--- config.mk ---
export PLATFORM = sky130hd
export DESIGN_NAME = three_phase_center_pwm
export DESIGN_NICKNAME = d
export VERILOG_FILES = /design/src/rtl/pwm_pkg.sv /design/src/rtl/pin_sync.sv /design/src/rtl/three_phase_center_pwm.sv
export SDC_FILE = /design/constraint.sdc
export NUM_CORES = 1
export LEC_CHECK = 0
export BUFFER_PORTS_ARGS = -buffer_cell sky130_fd_sc_hd__buf_2
export CAP_MARGIN = 20
export CELL_PAD_IN_SITES_DETAIL_PLACEMENT = 0
export CELL_PAD_IN_SITES_GLOBAL_PLACEMENT = 1
export CORE_ASPECT_RATIO = 0.5
export CORE_MARGIN = 1
export CORE_UTILIZATION = 45
export DETAILED_ROUTE_END_ITERATION = 12
export PLACE_DENSITY_LB_ADDON = 0.1
export SYNTH_ARGS = -nofsm -noshare
export SYNTH_HDL_FRONTEND = slang
export SYNTH_HIERARCHICAL = 1
export SYNTH_SLANG_ARGS = --single-unit
--- constraint.sdc ---
create_clock -name clock -period 3.77 [get_ports clock]
set_input_delay 1.131 -clock clock [delete_from_list [all_inputs] [get_ports clock]]
set_output_delay 1.131 -clock clock [all_outputs]
set_load 0.05 [all_outputs]
--- src/rtl/pwm_pkg.sv ---
// constants and carrier types shared by the three-phase pwm block
package pwm_pkg;

  // widths of the host data path and of the register fields
  localparam int unsigned DATA_W  = 12;
  localparam int unsigned ADDR_W  = 4;
  localparam int unsigned DT_W    = 7;
  localparam int unsigned PD_W    = 7;
  localparam int unsigned PHASES  = 3;
  localparam int unsigned TIME_W  = 13;  // one bit above the period for edge sums

  // register addresses on the four address pins
  localparam logic [3:0] ADDR_PERIOD  = 4'h0;
  localparam logic [3:0] ADDR_DUTY1   = 4'h1;
  localparam logic [3:0] ADDR_DUTY2   = 4'h2;
  localparam logic [3:0] ADDR_DUTY3   = 4'h3;
  localparam logic [3:0] ADDR_DEAD    = 4'h4;
  localparam logic [3:0] ADDR_DELETE  = 4'h5;
  localparam logic [3:0] ADDR_STATUS  = 4'h6;

  // status register field positions
  localparam int unsigned STAT_RUN_BIT    = 0;
  localparam int unsigned STAT_ARMED_BIT  = 1;
  localparam int unsigned STAT_STOP_BIT   = 2;
  localparam int unsigned STAT_PEND_LSB   = 3;  // three bits of pending duty writes

  // reset values
  localparam logic [11:0] RESET_PERIOD = 12'h000;
  localparam logic [11:0] RESET_DUTY   = 12'h000;
  localparam logic [6:0]  RESET_DEAD   = 7'h00;
  localparam logic [6:0]  RESET_DELETE = 7'h00;

  // timing counts
  localparam logic [11:0] CALC_LEAD    = 12'h004;  // cycles before period start for edge calc
  localparam logic [11:0] MIN_PERIOD   = 12'h008;  // shortest period the pipeline can serve
  localparam int unsigned SYNC_STAGES  = 3;

  // host strobes, all active low
  typedef struct packed {
    logic cs_n;
    logic rd_n;
    logic wr_n;
  } strobe_s;

  // one phase leg, both gate drives active low
  typedef struct packed {
    logic main_n;
    logic comp_n;
  } leg_s;

  // edge times of one channel for one period
  typedef struct packed {
    logic [TIME_W-1:0] main_on;    // main turns on here
    logic [TIME_W-1:0] main_off;   // main turns off here
    logic [TIME_W-1:0] comp_stop;  // complement on before this
    logic [TIME_W-1:0] comp_back;  // complement on again from this
    logic              deleted;    // pulse suppressed this period
  } edges_s;

endpackage : pwm_pkg

--- src/rtl/pin_sync.sv ---
// three-stage input synchroniser with agreement filter
`timescale 1ns/1ps
`default_nettype none

module pin_sync #(
  parameter int unsigned W         = 1,
  parameter logic [W-1:0] RESET_VAL = '0
) (
  input  wire logic         clock,
  input  wire logic         resetn,
  input  wire logic         clock_en,
  input  wire logic [W-1:0] pin,
  output logic      [W-1:0] level
);

  logic [W-1:0] s1_q;
  logic [W-1:0] s2_q;
  logic [W-1:0] s3_q;
  logic [W-1:0] level_q;

  // stage one feeds stage two only; output follows once two and three agree
  genvar g;
  generate
    for (g = 0; g < W; g++)
    begin : g_bit
      always_ff @(posedge clock or negedge resetn)
      begin
        if (!resetn)
        begin
          s1_q[g]    <= RESET_VAL[g];
          s2_q[g]    <= RESET_VAL[g];
          s3_q[g]    <= RESET_VAL[g];
          level_q[g] <= RESET_VAL[g];
        end
        else if (clock_en)
        begin
          s1_q[g] <= pin[g];
          s2_q[g] <= s1_q[g];
          s3_q[g] <= s2_q[g];
          if (s2_q[g] == s3_q[g])
            level_q[g] <= s3_q[g];
        end
      end
    end
  endgenerate

  assign level = level_q;

endmodule : pin_sync

`default_nettype wire

--- src/rtl/three_phase_center_pwm.sv ---
// three-phase center-based pwm with deadtime, pulse deletion and shutdown
`timescale 1ns/1ps
`default_nettype none

// Notes on behaviour
// - three centered 12-bit pulses, each complemented with deadtime, six outputs.
// - period in clock cycles equals the switching period register value.
// - edges fall on whole system clock cycles.
// - all six gate outputs are active low.
// - sync output pulses one clock wide at every period start.
// - duty register holds on-time in clocks; density is duty over period.
// - new duties apply only after all three are rewritten.
// - edges for next period computed in the last four clocks of the current one.
// - deadtime is 7 bits with bit zero forced low, even 0 to 126.
// - deadtime separates complementary edges so a leg never conducts twice.
// - pulses shorter than deletion value give main off, complement on.
// - shutdown high forces all six gate outputs high within one clock.
// - shutdown low re-enables outputs within one clock.
module three_phase_center_pwm #(
  parameter int unsigned DATA_W = pwm_pkg::DATA_W,
  parameter int unsigned TIME_W = pwm_pkg::TIME_W
) (
  input  wire logic                    clock,
  input  wire logic                    resetn,
  input  wire logic                    clock_en,
  input  wire logic                    cs_n,
  input  wire logic                    rd_n,
  input  wire logic                    wr_n,
  input  wire logic [pwm_pkg::ADDR_W-1:0] addr,
  input  wire logic [DATA_W-1:0]       data_in,
  output logic      [DATA_W-1:0]       data_out,
  output logic                         data_oe,
  input  wire logic                    shutdown,
  output pwm_pkg::leg_s                leg_one,
  output pwm_pkg::leg_s                leg_two,
  output pwm_pkg::leg_s                leg_three,
  output logic                         cycle_sync_pulse
);

  localparam int unsigned NPH = pwm_pkg::PHASES;

  // synchronised host strobes
  pwm_pkg::strobe_s strobe_raw;
  pwm_pkg::strobe_s strobe;
  pwm_pkg::strobe_s strobe_prev_q;

  // host registers
  logic [DATA_W-1:0]        period_q;
  logic [DATA_W-1:0]        duty_q [NPH];
  logic [pwm_pkg::DT_W-1:0] dead_q;
  logic [pwm_pkg::PD_W-1:0] delete_q;
  logic [NPH-1:0]           written_q;   // duties rewritten since last apply
  logic                     period_seen_q;

  // counter and period control
  logic                     running_q;
  logic                     armed_q;
  logic                     fresh_q;
  logic [DATA_W-1:0]        period_act_q;
  logic [DATA_W-1:0]        period_next_q;
  logic [DATA_W-1:0]        cnt_q;
  logic [pwm_pkg::DT_W-1:0] dead_next_q;
  logic [pwm_pkg::PD_W-1:0] delete_next_q;

  // decode and strobes
  logic             write_take;
  logic             read_active;
  logic [NPH-1:0]   write_hit;
  logic             all_written;
  logic             at_a;
  logic             at_b;
  logic             at_c;
  logic             at_wrap;
  logic             stop_level;
  logic [DATA_W-1:0] rd_data_q;
  logic [TIME_W-1:0] t_now;

  pwm_pkg::leg_s    leg_q [NPH];
  logic             sync_q;

  // pick a duty register index for an address, or none
  function automatic logic [NPH-1:0] duty_sel(input logic [pwm_pkg::ADDR_W-1:0] a);
    logic [NPH-1:0] s;
    s = '0;
    if (a == pwm_pkg::ADDR_DUTY1)
      s[0] = 1'b1;
    else if (a == pwm_pkg::ADDR_DUTY2)
      s[1] = 1'b1;
    else if (a == pwm_pkg::ADDR_DUTY3)
      s[2] = 1'b1;
    return s;
  endfunction : duty_sel

  // host strobe pins pass the three-stage synchroniser
  assign strobe_raw = '{cs_n: cs_n, rd_n: rd_n, wr_n: wr_n};

  pin_sync #(
    .W         (3),
    .RESET_VAL (3'h7)
  ) u_strobe_sync (
    .clock    (clock),
    .resetn   (resetn),
    .clock_en (clock_en),
    .pin      (strobe_raw),
    .level    (strobe)
  );

  // shutdown level for status read-back only
  pin_sync #(
    .W         (1),
    .RESET_VAL (1'b0)
  ) u_stop_sync (
    .clock    (clock),
    .resetn   (resetn),
    .clock_en (clock_en),
    .pin      (shutdown),
    .level    (stop_level)
  );

  // remember last strobe levels for edge detection
  always_ff @(posedge clock or negedge resetn)
  begin
    if (!resetn)
      strobe_prev_q <= 3'h7;
    else if (clock_en)
      strobe_prev_q <= strobe;
  end

  // a write is taken at the rising edge of the write strobe under chip select
  assign write_take  = strobe.wr_n && !strobe_prev_q.wr_n && !strobe_prev_q.cs_n;
  assign read_active = !strobe.cs_n && !strobe.rd_n;
  assign write_hit   = write_take ? duty_sel(addr) : '0;
  assign all_written = &written_q;

  // pipeline positions in the last four clocks of a period
  assign at_a    = running_q && (cnt_q == period_act_q - pwm_pkg::CALC_LEAD);
  assign at_b    = running_q && (cnt_q == period_act_q - 12'h003);
  assign at_c    = running_q && (cnt_q == period_act_q - 12'h002);
  assign at_wrap = running_q && (cnt_q == period_act_q - 12'h001);
  assign t_now   = {1'b0, cnt_q};

  // period, deadtime and deletion registers
  always_ff @(posedge clock or negedge resetn)
  begin
    if (!resetn)
    begin
      period_q      <= pwm_pkg::RESET_PERIOD;
      dead_q        <= pwm_pkg::RESET_DEAD;
      delete_q      <= pwm_pkg::RESET_DELETE;
      period_seen_q <= 1'b0;
    end
    else if (clock_en && write_take)
    begin
      if (addr == pwm_pkg::ADDR_PERIOD)
      begin
        period_q      <= data_in;
        period_seen_q <= 1'b1;
      end
      else if (addr == pwm_pkg::ADDR_DEAD)
        dead_q <= {data_in[pwm_pkg::DT_W-1:1], 1'b0};
      else if (addr == pwm_pkg::ADDR_DELETE)
        delete_q <= data_in[pwm_pkg::PD_W-1:0];
    end
  end

  // duty registers and their rewritten marks
  always_ff @(posedge clock or negedge resetn)
  begin
    if (!resetn)
    begin
      for (int i = 0; i < NPH; i++)
        duty_q[i] <= pwm_pkg::RESET_DUTY;
      written_q <= '0;
    end
    else if (clock_en)
    begin
      for (int i = 0; i < NPH; i++)
        if (write_hit[i])
          duty_q[i] <= data_in;
      // marks clear on apply, a same-cycle write keeps its mark
      if (at_a && all_written)
        written_q <= write_hit;
      else
        written_q <= written_q | write_hit;
    end
  end

  // free-running counter over the active period
  always_ff @(posedge clock or negedge resetn)
  begin
    if (!resetn)
    begin
      running_q    <= 1'b0;
      cnt_q        <= '0;
      period_act_q <= pwm_pkg::RESET_PERIOD;
    end
    else if (clock_en)
    begin
      if (!running_q)
      begin
        if (period_seen_q && period_q >= pwm_pkg::MIN_PERIOD)
        begin
          running_q    <= 1'b1;
          cnt_q        <= '0;
          period_act_q <= period_q;
        end
      end
      else if (at_wrap)
      begin
        cnt_q        <= '0;
        period_act_q <= period_next_q;
      end
      else
        cnt_q <= cnt_q + 12'h001;
    end
  end

  // snapshot of settings for the coming period at four clocks ahead
  always_ff @(posedge clock or negedge resetn)
  begin
    if (!resetn)
    begin
      period_next_q <= pwm_pkg::RESET_PERIOD;
      dead_next_q   <= pwm_pkg::RESET_DEAD;
      delete_next_q <= pwm_pkg::RESET_DELETE;
      fresh_q       <= 1'b0;
      armed_q       <= 1'b0;
    end
    else if (clock_en)
    begin
      if (at_a)
      begin
        // an invalid new period is ignored, the old one keeps running
        period_next_q <= (period_q >= pwm_pkg::MIN_PERIOD) ? period_q : period_act_q;
        dead_next_q   <= dead_q;
        delete_next_q <= delete_q;
        fresh_q       <= armed_q || all_written;
      end
      // outputs enabled only after a full duty set reaches the edges
      if (at_wrap)
        armed_q <= fresh_q;
    end
  end

  // per-channel edge pipeline and output stage
  genvar ch;
  generate
    for (ch = 0; ch < NPH; ch++)
    begin : g_chan
      logic [DATA_W-1:0] duty_app_q;   // duty in force
      logic [TIME_W-1:0] work_q;       // clamped on-time
      logic [TIME_W-1:0] start_q;      // centred start point
      logic              del_q;
      pwm_pkg::edges_s   calc_q;
      pwm_pkg::edges_s   live_q;
      logic              main_on;
      logic              comp_on;
      logic [DATA_W-1:0] duty_pick;

      // take the new duty only when the whole set was rewritten
      assign duty_pick = all_written ? duty_q[ch] : duty_app_q;

      always_ff @(posedge clock or negedge resetn)
      begin
        if (!resetn)
        begin
          duty_app_q <= pwm_pkg::RESET_DUTY;
          work_q     <= '0;
          start_q    <= '0;
          del_q      <= 1'b0;
          calc_q     <= '0;
          live_q     <= '0;
        end
        else if (clock_en)
        begin
          // on-time clamps to the period so density tops at one
          if (at_a)
          begin
            duty_app_q <= duty_pick;
            work_q     <= (duty_pick > period_q && period_q >= pwm_pkg::MIN_PERIOD)
                          ? {1'b0, period_q}
                          : {1'b0, duty_pick};
          end
          // half the off-time before the pulse centres it
          if (at_b)
          begin
            // an over-long on-time centres at zero instead of wrapping below it
            start_q <= (work_q > {1'b0, period_next_q}) ? '0
                       : ({1'b0, period_next_q} - work_q) >> 1;
            del_q   <= work_q < {6'h00, delete_next_q};
            if (work_q > {1'b0, period_next_q})
              work_q <= {1'b0, period_next_q};
          end
          // deadtime delays each turn-on after the partner's turn-off
          if (at_c)
          begin
            calc_q.main_on   <= start_q + {6'h00, dead_next_q};
            calc_q.main_off  <= start_q + work_q;
            calc_q.comp_stop <= start_q;
            calc_q.comp_back <= start_q + work_q + {6'h00, dead_next_q};
            calc_q.deleted   <= del_q;
          end
          if (at_wrap)
            live_q <= calc_q;
        end
      end

      // main pulse and its complement from the same edge set
      assign main_on = !live_q.deleted && t_now >= live_q.main_on && t_now < live_q.main_off;
      assign comp_on = live_q.deleted || t_now < live_q.comp_stop || t_now >= live_q.comp_back;

      // low drives the switch on; idle and stopped legs sit high
      always_ff @(posedge clock or negedge resetn)
      begin
        if (!resetn)
          leg_q[ch] <= 2'b11;
        else if (clock_en)
        begin
          // shutdown forces high at the next edge
          // release also takes effect at the next edge
          leg_q[ch].main_n <= !(running_q && armed_q && main_on) || shutdown;
          leg_q[ch].comp_n <= !(running_q && armed_q && comp_on) || shutdown;
        end
      end
    end
  endgenerate

  // outputs and sync are registered on every clock edge with clock_en high
  // sync marks count zero for exactly one clock
  always_ff @(posedge clock or negedge resetn)
  begin
    if (!resetn)
      sync_q <= 1'b0;
    else if (clock_en)
      sync_q <= running_q && (cnt_q == 12'h000);
  end

  // read data registered every enabled cycle from the address pins
  always_ff @(posedge clock or negedge resetn)
  begin
    if (!resetn)
      rd_data_q <= '0;
    else if (clock_en)
    begin
      if (addr == pwm_pkg::ADDR_PERIOD)
        rd_data_q <= period_q;
      else if (addr == pwm_pkg::ADDR_DUTY1)
        rd_data_q <= duty_q[0];
      else if (addr == pwm_pkg::ADDR_DUTY2)
        rd_data_q <= duty_q[1];
      else if (addr == pwm_pkg::ADDR_DUTY3)
        rd_data_q <= duty_q[2];
      else if (addr == pwm_pkg::ADDR_DEAD)
        rd_data_q <= {5'h00, dead_q};
      else if (addr == pwm_pkg::ADDR_DELETE)
        rd_data_q <= {5'h00, delete_q};
      else if (addr == pwm_pkg::ADDR_STATUS)
        rd_data_q <= {6'h00, written_q, stop_level, armed_q, running_q};
      else
        rd_data_q <= '0;
    end
  end

  assign data_out         = rd_data_q;
  assign data_oe          = read_active;
  assign leg_one          = leg_q[0];
  assign leg_two          = leg_q[1];
  assign leg_three        = leg_q[2];
  assign cycle_sync_pulse = sync_q;

endmodule : three_phase_center_pwm

`default_nettype wire

==> run summary, run 1 <==
* finished clean — status
* 5 — DRT Pass-1 Iters
* 2 — level count of the clock H-tree
* 0.121 — Post-Synth Adder-Cell Area
* g_chan[1].work_q[9]$_DFFE_PN0P_ — capturing point of the worst reg2reg path
* 75600 sq um — Die Outline Area
* 0 — number of hold-slack violations in the final timing report
* 18.7 nW — leakage power
* 568 — number of sinks handled by clock tree synthesis
* 15.7 mW — total power
* 0.119 — fraction of synthesized area in multiplexers
* 0.07 ns — clock slew seen by the registers of the worst setup and hold paths
* 0.270 — global-route usage over all layers
* flip-flop — critical path endpoint category
* 73400 sq um — core area
* 0.0208 ns — clk_skew
* 4487 — final standard cell count with taps included and fillers excluded
* 388 um — x dimension of the die
* 3697 — Mapped Nets
* 3 — initial antenna violation count
* 43 — I/O pin total
* 70 — site row count
* false — RSZ-0062 raised after global routing
* 0.131 — compound-cell area share of the yosys netlist
* 0 — Overflow after GRT
* dfrtp_1 — most frequent standard cell in the layout excluding fill and tap cells
* 4.30 ns — WP data required
* compound AO/OA/AOI/OAI gates — combinational family with the most area after synthesis
* 0.157 — share of layout cells above drive strength 1
* flip-flop to flip-flop — category of the most critical setup path
* 4383 — number of cells in the design after placement
* 0.457 — Starting Density
* 4.20 ns — arrival time of data at the critical path endpoint
* 568 — number of flip-flops and latches in the synthesized netlist
* 0.975 — share of the clock period used by the worst path after layout
* period_act_q[3]$_DFFE_PN0P_ — Reg-to-Reg Start
* 33500 sq um — netlist area before placement
* 0 — final setup violating endpoints
* done — clock tree from TritonCTS
* dfrtp_1 — dominant register cell in the synthesized netlist
* 0 — number of enable-type register cells in the synthesized netlist
* 195 um — vertical die dimension
* 42 — Port Buf Inserts
* 24600 — vias in the first global route
* 22.4 um — per-cell routed wire length
* 12.3% — Layout Area Growth over Synthesis
* 3808 — post-layout net count
* 0.440 — Worst slew margin
* 12 — r2r worst-path depth
* 0.63 ns — insertion delay of the later-clocked pin in the worst-skew pair
* 272 MHz — Max Clk Rate
* 6 — Yosys Warn Count
* 0.0387 — fraction of synthesized cell area in xor and xnor cells
* 0.425 — post-synthesis sequential area ratio
* 0.09 ns — reg-to-reg slack, setup
* 5.58 — drt via density
* dfrtp_1, nand2_1, ha_1, inv_1, mux2_2 — commonest cells after routing, fill and taps aside
* 0 — Routed Antenna Nets
* g_chan[1].work_q[9]$_DFFE_PN0P_ — destination of the critical timing path
* 0.911 — weighted congestion reported at the end of routability-driven placement
* 55 — cts bufs inserted
* 3.68 ns — minimum clock period
* 80 — maximum number of pins on one net before global-route repair
* flip-flop to flip-flop — Tightest Hold Check Type
* 9.98 sq um — Synth Area per Inst
* 0 — max cap viols
* 25000 — via count of the routed design
* 0 — DRC violations left
* 417 nW/um^2 — cell area power density
* 0.120 — area fraction in and, or, nand and nor cells after synthesis
* period_act_q[3]$_DFFE_PN0P_ — worst setup path startpoint
* 3 — Max Buffers Root-to-Sink
* 0.341 mV — IR drop worst, VDD
* 74700 um — placed wire-length estimate after detailed placement
* flip-flop — nature of the critical path startpoint
* 9 — maximum fanout along the worst path
* 0 — Final Slew Violations
* 81 — count of different cell masters after synthesis
* 155000 um — first-pass GRT wire length
* 1894 — number of DRC markers in iteration 0
* clkbuf_16 — root buffer cell
* 101000 um — final WL
* 3358 — Post-Synthesis Cells
* 1.00 — FFs w/ async S/R, synth
* 0.841 ns — transition time of the tightest slew-check pin
kinds of logic after synthesis:
group	count (synthesis)
and+or+nand+nor	882
AOI/OAI and AO/OA	697
DFF	568
buffers and inverters	386
muxes	361
adders and majority gates	316
xor gates and xnor gates	148
per-layer routing:
metal / wire length, um / track usage
met5: 0 / 0
met2: 41300 / 0.389
met3: 4630 / 0.0365
met1: 52900 / 0.429
met4: 1920 / 0.0556
worst min path at each step:
stage,to,startpoint,cells after the start
floorplan,g_chan[0].calc_q[20]$_DFFE_PN0P_,g_chan[0].calc_q[20]$_DFFE_PN0P_,2
global placement,g_chan[2].calc_q[15]$_DFFE_PN0P_,g_chan[2].calc_q[15]$_DFFE_PN0P_,2
detailed placement,g_chan[1].calc_q[21]$_DFFE_PN0P_,g_chan[1].calc_q[21]$_DFFE_PN0P_,2
CTS,g_chan[1].calc_q[36]$_DFFE_PN0P_,resetn,1
global route,g_chan[1].live_q[38]$_DFFE_PN0P_,resetn,1
finish,g_chan[0].calc_q[38]$_DFFE_PN0P_,g_chan[0].calc_q[38]$_DFFE_PN0P_,2
cell usage after synthesis, types with 27 or more instances:
library cell	count	area (sq um)
dfrtp_1	548	13700
nand2_1	395	1480
ha_1	304	3800
inv_1	239	897
mux2_2	221	2490
nor2_1	201	754
o21ai_0	180	901
a21oi_1	178	891
clkbuf_1	113	424
mux2_1	90	1010
xnor2_1	83	727
a21o_1	74	556
xor2_1	65	569
mux2i_1	50	500
nand3_1	49	245
a211oi_1	45	338
nand2b_1	44	275
nor3_1	36	180
a31oi_1	30	188
and3_1	28	175
o31ai_1	28	210
nor2b_1	27	169
sequential cells by signal (all words and copies together), names as in the netlist, 3 cells and up:
| name | cells |
|---|---|
| g_chan.calc_q | 150 |
| g_chan.live_q | 150 |
| g_chan.work_q | 39 |
| duty_q | 36 |
| g_chan.duty_app_q | 36 |
| g_chan.start_q | 36 |
| cnt_q | 12 |
| data_out | 12 |
| period_act_q | 12 |
| period_next_q | 12 |
| period_q | 12 |
| delete_next_q | 7 |
| delete_q | 7 |
| dead_next_q | 6 |
| dead_q | 6 |
| g_chan.del_q | 3 |
| u_strobe_sync/level | 3 |
| u_strobe_sync/s1_q | 3 |
| u_strobe_sync/s2_q | 3 |
| u_strobe_sync/s3_q | 3 |
| written_q | 3 |
layout make-up:
cell class                 instances  area (sq um)
sequential                       568         14200
clock buffer                      86          1620
multi-input combinational       2404         17800
inverter                         240           901
timing repair buffer             200          1650
antenna                            4          10.0
tap                              972          1220
fill                            6799         35800
clock inverter                    13           170
metrics by stage:
stage	util	worst slack, ns	hold slack [ns]	TNS (ns)	area (sq um)
6_report	0.513	0.0945	0.456	0	37600
5_1_grt	0.512	0.0208	0.472	0	37600
4_1_cts	0.512	0.00381	0.444	0	37600
3_5_place_dp	0.488	-0.0613	0.448	-0.0613	35800
3_3_place_gp	0.488	-0.0491	0.443	-0.0491	35800
2_1_floorplan	-	0.158	0.432	0	33500
worst max-delay path, stage by stage (launching register included):
cell and delay (ns):
dfrtp_1 0.44, inv_1 0.09, ha_1 0.27, or4b_1 0.50, nor4b_2 0.42, o2111ai_1 0.18, a2111oi_0 0.39, nand4_1 0.28
buf_4 0.26, o21ai_1 0.16, buf_4 0.22, nor2_1 0.12, a211oi_2 0.21
report_power, final:
| group | internal [mW] | switching (mW) |
|---|---|---|
| Combinational | 1.34 | 1.98 |
| Clock | 3.20 | 2.49 |
| Sequential | 6.37 | 0.309 |
repair_timing:
item	CTS	global route
setup endpoints to repair	1	2
hold buffers	0	0
pin swaps	0	1
setup buffers	0	1
resized for setup	1	3
hold endpoints to repair	0	0
No activity file was read; power rests on OpenSTA's default activity.
==> run 2: changes to the inputs <==
--- a/config.mk
+++ b/config.mk
@@ -7,10 +7,10 @@
 export LEC_CHECK = 0
 export BUFFER_PORTS_ARGS = -buffer_cell sky130_fd_sc_hd__buf_2
 export CAP_MARGIN = 20
-export CELL_PAD_IN_SITES_DETAIL_PLACEMENT = 0
+export CELL_PAD_IN_SITES_DETAIL_PLACEMENT = 1
 export CELL_PAD_IN_SITES_GLOBAL_PLACEMENT = 1
 export CORE_ASPECT_RATIO = 0.5
-export CORE_MARGIN = 1
+export CORE_MARGIN = 2
 export CORE_UTILIZATION = 45
 export DETAILED_ROUTE_END_ITERATION = 12
 export PLACE_DENSITY_LB_ADDON = 0.1
==> run 2 against run 1 <==
Clock power increased by 8.3%. Global-route usage grew 2.0 points. Non-clock buffer count did not move. First-iteration DRC count down 4.3%. Worst setup slack better by 0.11 ns. Routed wire length rose by 9.5%. Combinational power increased by 1%. Register-to-register slack better by 0.11 ns. Sequential power is essentially flat. Critical path type unchanged.
==> run summary, run 2 (synthesis gave the netlist of run 1 again) <==
* 4.28 ns — WP data required, -0.02 ns
* 0.201 ns — final worst setup slack, +0.107 ns
* flip-flop to flip-flop — Tightest Hold Check Type
* 0 — Overflow after GRT, unchanged
* flip-flop — nature of the critical path startpoint
* 430 nW/um^2 — cell area power density, +3.0%
* false — RSZ-0062 raised after global routing
* 81400 um — placed wire-length estimate after detailed placement, +9.0%
* 110000 um — final WL, +9.5%
* 3808 — post-layout net count, unchanged
* 15 — r2r worst-path depth, +3
* 0.903 — weighted congestion reported at the end of routability-driven placement, -0.90%
* 143 — maximum number of pins on one net before global-route repair, +79%
* 197 um — vertical die dimension, +1.0%
* g_chan.calc_q (150), g_chan.live_q (150), g_chan.work_q (39) — largest registers ranked by flip-flop count
* 24.6 um — per-cell routed wire length, +9.5%
* 76800 sq um — Die Outline Area, +1.5%
* g_chan[1].calc_q[13]$_DFFE_PN0P_ — capturing point of the worst reg2reg path
* g_chan[1].work_q[0]$_DFFE_PN0P_ — Reg-to-Reg Start
* 0 ns — final sum of negative setup slack, unchanged
* 0 — Final Slew Violations, unchanged
* 2 — initial antenna violation count, -1
* 0 — count of buffers added by post-CTS timing repair for setup, unchanged
* adder cells — kind of cell adding the most delay to the critical path
* 0.460 ns — hold_ws, +0.00338 ns
* flip-flop to flip-flop — category of the most critical setup path
* 0 — max cap viols, unchanged
* dfrtp_1, nand2_1, ha_1, inv_1, mux2_2 — commonest cells after routing, fill and taps aside
* 18.8 nW — leakage power, +0.54%
* 0 — Crit path buffers/inverters, -3
* 26000 — via count of the routed design, +3.9%
* 17800 sq um — area taken by multi-input logic gates, about the same
* 1812 — number of DRC markers in iteration 0, -4.3%
* done — clock tree from TritonCTS
* flip-flop — critical path endpoint category
* g_chan[1].calc_q[22]$_DFFE_PN0P_ — hold-critical path endpoint
* finished clean — status
* 0.291 — global-route usage over all layers, +0.0204
* g_chan[1].calc_q[22]$_DFFE_PN0P_ — origin of the worst min-delay path
* 43 — I/O pin total, unchanged
* dfrtp_1 — most frequent standard cell in the layout excluding fill and tap cells
* 0.07 ns — clock slew seen by the registers of the worst setup and hold paths, about the same
* 12.7% — Layout Area Growth over Synthesis
* 0.947 — share of the clock period used by the worst path after layout, -0.0283
* 0.20 ns — reg-to-reg slack, setup, +0.11 ns
* 0.845 ns — transition time of the tightest slew-check pin, +0.00420 ns
* 0.45 ns — Worst path max stage delay, -0.05 ns
* 0.160 — share of layout cells above drive strength 1, +0.00357
* 70 — site row count, unchanged
* 3.57 ns — minimum clock period, -0.107 ns
* 42 — Port Buf Inserts, unchanged
* clkbuf_16 — root buffer cell
* 0.116 ns — worst slack, placed, +0.177 ns
* 15 — instance count on the critical path, +3
* g_chan[1].work_q[0]$_DFFE_PN0P_ — worst setup path startpoint
* 7 — DRT Pass-1 Iters, +2
* 2 — level count of the clock H-tree, unchanged
* 3 — Max Buffers Root-to-Sink, unchanged
* 2 — hold path cells, unchanged
* 170000 um — first-pass GRT wire length, +9.1%
* 14200 sq um — sequential cell area, unchanged
* 4 — maximum fanout along the worst path, -5
* 73400 sq um — core area, unchanged
* 0 — Routed Antenna Nets, unchanged
* 55 — cts bufs inserted, unchanged
* 0.0279 ns — clk_skew, +0.00710 ns
* 0 — final setup violating endpoints, unchanged
* 568 — number of sinks handled by clock tree synthesis, unchanged
* dfrtp_1 — slowest CP cell
* 0.64 ns — insertion delay of the later-clocked pin in the worst-skew pair, about the same
* 390 um — x dimension of the die, +0.52%
* 0 — number of hold-slack violations in the final timing report, unchanged
* 5.79 — drt via density, +3.9%
* 0.433 — Worst slew margin, -0.00685
* 37800 sq um — post-route cell area, +0.36%
* 8166 — FILL cells, +20%
* 4.08 ns — arrival time of data at the critical path endpoint, -0.12 ns
* 0.327 mV — IR drop worst, VDD, -4.0%
* ha_1 > fa_1 > a21o_1 > a21oi_2 > o21bai_1 > a21oi_1 > xnor2_1 > ha_1 > o21ai_0 > a31oi_1 > nor2_1 > nor3_1 > and4b_1 > xnor2_1 > mux2_2 — series of cell instances along the critical path
* 27100 — vias in the first global route, +10%
* 0.457 — Starting Density, unchanged
* 280 MHz — Max Clk Rate, +3.0%
* 0 — DRC violations left, unchanged
* 35800 sq um — DP Area, about the same
==> run 2: changes by cell type in the layout (fill, tap and decap cells not counted), sizes merged <==
cell,before,now
clkinv,8,13
bufinv,4,8
clkbuf,86,82
diode,4,1
clkinvlp,2,0
==> run 2: what timing repair did <==
action	in CTS	in global routing
setup endpoints to repair	0	9
gates resized for setup	0	3
hold buffers	0	0
==> run 2: final cells by class <==
cell class,count,area share
Multi-Input combinational cell,2404,0.472
Sequential cell,568,0.377
Clock buffer,82,0.0440
Timing Repair Buffer,200,0.0429
Tap cell,972,0.0322
Inverter,240,0.0239
Clock inverter,20,0.00805
Antenna cell,1,0.0000663
==> run 2: worst max path at each step <==
| stage | to | slack (ns) |
|---|---|---|
| 2_1_floorplan | g_chan[0].work_q[10]$_DFFE_PN0P_ | 0.16 |
| 3_3_place_gp | g_chan[1].work_q[10]$_DFFE_PN0P_ | 0.21 |
| 3_5_place_dp | g_chan[1].start_q[11]$_DFFE_PN0P_ | 0.12 |
| 4_1_cts | g_chan[1].start_q[11]$_DFFE_PN0P_ | 0.07 |
| 5_1_grt | g_chan[1].calc_q[13]$_DFFE_PN0P_ | 0.01 |
| 6_report | g_chan[1].calc_q[13]$_DFFE_PN0P_ | 0.20 |
==> run 2: tightest hold or removal path: cells and delay by family (launching register included) <==
kind,cells,cell delay (ns)
flops,1,0.33
simple gates,2,0.10
==> run 2: power by group <==
group          switching (mW)  internal [mW]
combinational            2.03           1.33
sequential              0.338           6.37
clock                    2.58           3.58
total                    4.94           11.3
==> run 2: routing by layer <==
layer / routed length [um] / vias to the layer above / part of all wire / GRT usage
li1: - / 12000 / - / -
met5: 23 / - / 0.00021 / 0
met4: 3100 / 4 / 0.028 / 0.0852
met2: 47100 / 512 / 0.43 / 0.439
met3: 4590 / 167 / 0.042 / 0.0363
met1: 55400 / 13300 / 0.50 / 0.436
==> run 2: metrics by stage <==
step           cells  utilization  total power [mW]
4_1_cts         4486        0.514              16.3
2_1_floorplan   3358            -              8.78
6_report        4487        0.514              16.2
3_5_place_dp    4384        0.487              10.1
3_3_place_gp    4384        0.487              10.1
5_1_grt         4486        0.514              16.9
==> run 3: changes to the inputs <==
--- a/config.mk
+++ b/config.mk
@@ -14,6 +14,7 @@
 export CORE_UTILIZATION = 45
 export DETAILED_ROUTE_END_ITERATION = 12
 export PLACE_DENSITY_LB_ADDON = 0.1
+export RECOVER_POWER = 100
 export SYNTH_ARGS = -nofsm -noshare
 export SYNTH_HDL_FRONTEND = slang
 export SYNTH_HIERARCHICAL = 1
==> run 3 against run 2 <==
The flow now finishes with violations (max-capacitance violations, max-slew violations). Register-to-register slack worse by 0.02 ns. Design area is 0.69% lower. Cell count hardly changed. Routed wire length hardly changed. Combinational power is 1% lower. Total power is 0.26% lower. Global-route usage stayed put. Worst hold slack hardly changed.
==> run summary, run 3 (synthesis gave the netlist of run 1 again) <==
* 0.205 — combinational power share, -0.002
* 0.0277 ns — clk_skew, -0.000207 ns
* 0.45 ns — Worst path max stage delay, about the same
* 76800 sq um — Die Outline Area, unchanged
* dfrtp_1 — most frequent standard cell in the layout excluding fill and tap cells
* 110000 um — final WL, about the same
* 0.951 — share of the clock period used by the worst path after layout, +0.00488
* 2 — max cap viols, +2
* 0.380 — Clk pwr share, about the same
* 2 — hold path cells, unchanged
* 0 — final setup violating endpoints, unchanged
* g_chan.calc_q (150), g_chan.live_q (150), g_chan.work_q (39) — largest registers ranked by flip-flop count
* flip-flop to flip-flop — Tightest Hold Check Type
* dfrtp_1, nand2_1, ha_1, inv_1, mux2_2 — commonest cells after routing, fill and taps aside
* 5 — DRT Pass-1 Iters, -2
* 0.148 — share of layout cells above drive strength 1, -0.0122
* 4.94 mW — P_sw, -0.13%
* 111 — Final Slew Violations, +111
* 1744 — number of DRC markers in iteration 0, -3.8%
* 0.457 — Starting Density, unchanged
* flip-flop — critical path endpoint category
* 4.28 ns — WP data required, about the same
* 42 — Port Buf Inserts, unchanged
* 27100 — vias in the first global route, unchanged
* 18.6 nW — leakage power, -1.1%
* 390 um — x dimension of the die, unchanged
* 170000 um — first-pass GRT wire length, unchanged
* 26100 — via count of the routed design, +0.26%
* 11.9% — Layout Area Growth over Synthesis
* 15 — r2r worst-path depth, unchanged
* 43 — I/O pin total, unchanged
* 35800 sq um — DP Area, unchanged
* 0.291 — global-route usage over all layers, unchanged
* 4 — maximum fanout along the worst path, unchanged
* clkbuf_16 — root buffer cell
* 55 — cts bufs inserted, unchanged
* dfrtp_1 — slowest CP cell
* finished with violations — status
* flip-flop to flip-flop — category of the most critical setup path
* 0 — post_cts resized, unchanged
* 0 — number of hold-slack violations in the final timing report, unchanged
* 5.81 — drt via density, +0.24%
* 24.5 um — per-cell routed wire length, -0.10%
* 11.2 mW — internal power, -0.32%
* 279 MHz — Max Clk Rate, -0.51%
* 0.305 — Net Sw Frac, +0.000402
* 0 — hold buffers post-CTS, unchanged
* done — clock tree from TritonCTS
* 0.415 — portion of total power attributed to sequential cells, +0.002
* 0 — Routed Antenna Nets, unchanged
* false — RSZ-0062 raised after global routing
* 3.59 ns — minimum clock period, +0.0184 ns
* 0 — DRC violations left, unchanged
* 4.10 ns — arrival time of data at the critical path endpoint, +0.02 ns
* max-capacitance violations, max-slew violations — violations in the final reports
* flip-flop — nature of the critical path startpoint
* 3808 — post-layout net count, unchanged
* 0.439 — global-route met2 utilization, unchanged
* 143 — maximum number of pins on one net before global-route repair, unchanged
* 0.903 — weighted congestion reported at the end of routability-driven placement, unchanged
* 0.0363 — met3 Track Usage GR, unchanged
* 2.02 ns — transition time of the tightest slew-check pin, +1.18 ns
* 0 ns — final sum of negative setup slack, unchanged
* 432 nW/um^2 — cell area power density, +0.43%
* 0.436 — met1 track demand over resource, unchanged
* 70 — site row count, unchanged
* 81400 um — placed wire-length estimate after detailed placement, unchanged
* 0.459 ns — hold_ws, -0.000351 ns
* 0.07 ns — clock slew seen by the registers of the worst setup and hold paths, about the same
* 4384 — number of cells in the design after placement, unchanged
* 0 — count of buffers added by post-CTS timing repair for setup, unchanged
* ha_1 > fa_1 > a21o_1 > a21oi_2 > o21bai_1 > a21oi_1 > xnor2_1 > ha_1 > o21ai_0 > a31oi_1 > nor2_1 > nor3_1 > and4b_1 > xnor2_1 > mux2_2 — series of cell instances along the critical path
* 2 — initial antenna violation count, unchanged
* 73400 sq um — core area, unchanged
* 197 um — vertical die dimension, unchanged
* 0.64 ns — insertion delay of the later-clocked pin in the worst-skew pair, about the same
* 0.327 mV — IR drop worst, VDD, -0.11%
* 37500 sq um — post-route cell area, -0.69%
* -0.349 — Worst slew margin, -0.781
* 3 — Max Buffers Root-to-Sink, unchanged
* met2 — busiest layer in global routing
* 0 — Overflow after GRT, unchanged
* 568 — number of sinks handled by clock tree synthesis, unchanged
* 4488 — final standard cell count with taps included and fillers excluded, +0.022%
* 2 — level count of the clock H-tree, unchanged
* 16.2 mW — total power, -0.26%
## run 3: area by class of cell
type / instances / area, sq um
Fill cell: 8193 / 35900
Antenna cell: 2 / 5.00
Inverter: 240 / 901
Sequential cell: 568 / 14200
Timing Repair Buffer: 200 / 1370
Clock inverter: 20 / 304
Clock buffer: 82 / 1660
Tap cell: 972 / 1220
Multi-Input combinational cell: 2404 / 17800
## run 3: final timing paths
path	startpoint	to	slack [ns]
worst max-delay path	g_chan[1].work_q[0]$_DFFE_PN0P_	g_chan[1].calc_q[13]$_DFFE_PN0P_	0.18
worst min-delay path	g_chan[1].calc_q[22]$_DFFE_PN0P_	g_chan[1].calc_q[22]$_DFFE_PN0P_	0.46
worst max register to register	g_chan[1].work_q[0]$_DFFE_PN0P_	g_chan[1].calc_q[13]$_DFFE_PN0P_	0.18
worst min register to register	g_chan[1].calc_q[22]$_DFFE_PN0P_	g_chan[1].calc_q[22]$_DFFE_PN0P_	0.46
max in group asynchronous	resetn	g_chan[0].live_q[38]$_DFFE_PN0P_	0.56
min in group asynchronous	resetn	g_chan[1].calc_q[44]$_DFFE_PN0P_	1.04
## run 3: power groups by stage
stage                     Sequential (mW)  Clock (mW)  Combinational, mW
after floorplan                      6.70           0               2.08
after detailed placement             6.81           0               3.32
after global placement               6.80           0               3.26
after CTS                            6.70        6.29               3.34
final                                6.71        6.16               3.32
after global routing                 6.73        6.50               3.62
## run 3: layer usage
layer	vias up	wire length, um
li1	12000	-
met1	13400	54900
met2	513	47200
met3	169	4980
met4	4	3070
met5	-	23
## run 3: worst max-delay path: cells and delay by family, from the launching register on
kind	cells	cell delay, ns
fa+ha+maj	3	1.06
compound gates	6	0.93
simple gates	3	0.54
flops	1	0.45
mux	1	0.27
xor+xnor	2	0.22
## run 3: per-stage QoR
| stage | util | setup WS (ns) |
|---|---|---|
| floorplan | - | 0.158 |
| detailed placement | 0.487 | 0.116 |
| CTS | 0.514 | 0.0734 |
| global placement | 0.487 | 0.206 |
| finish | 0.511 | 0.183 |
| global route | 0.511 | 0.0139 |
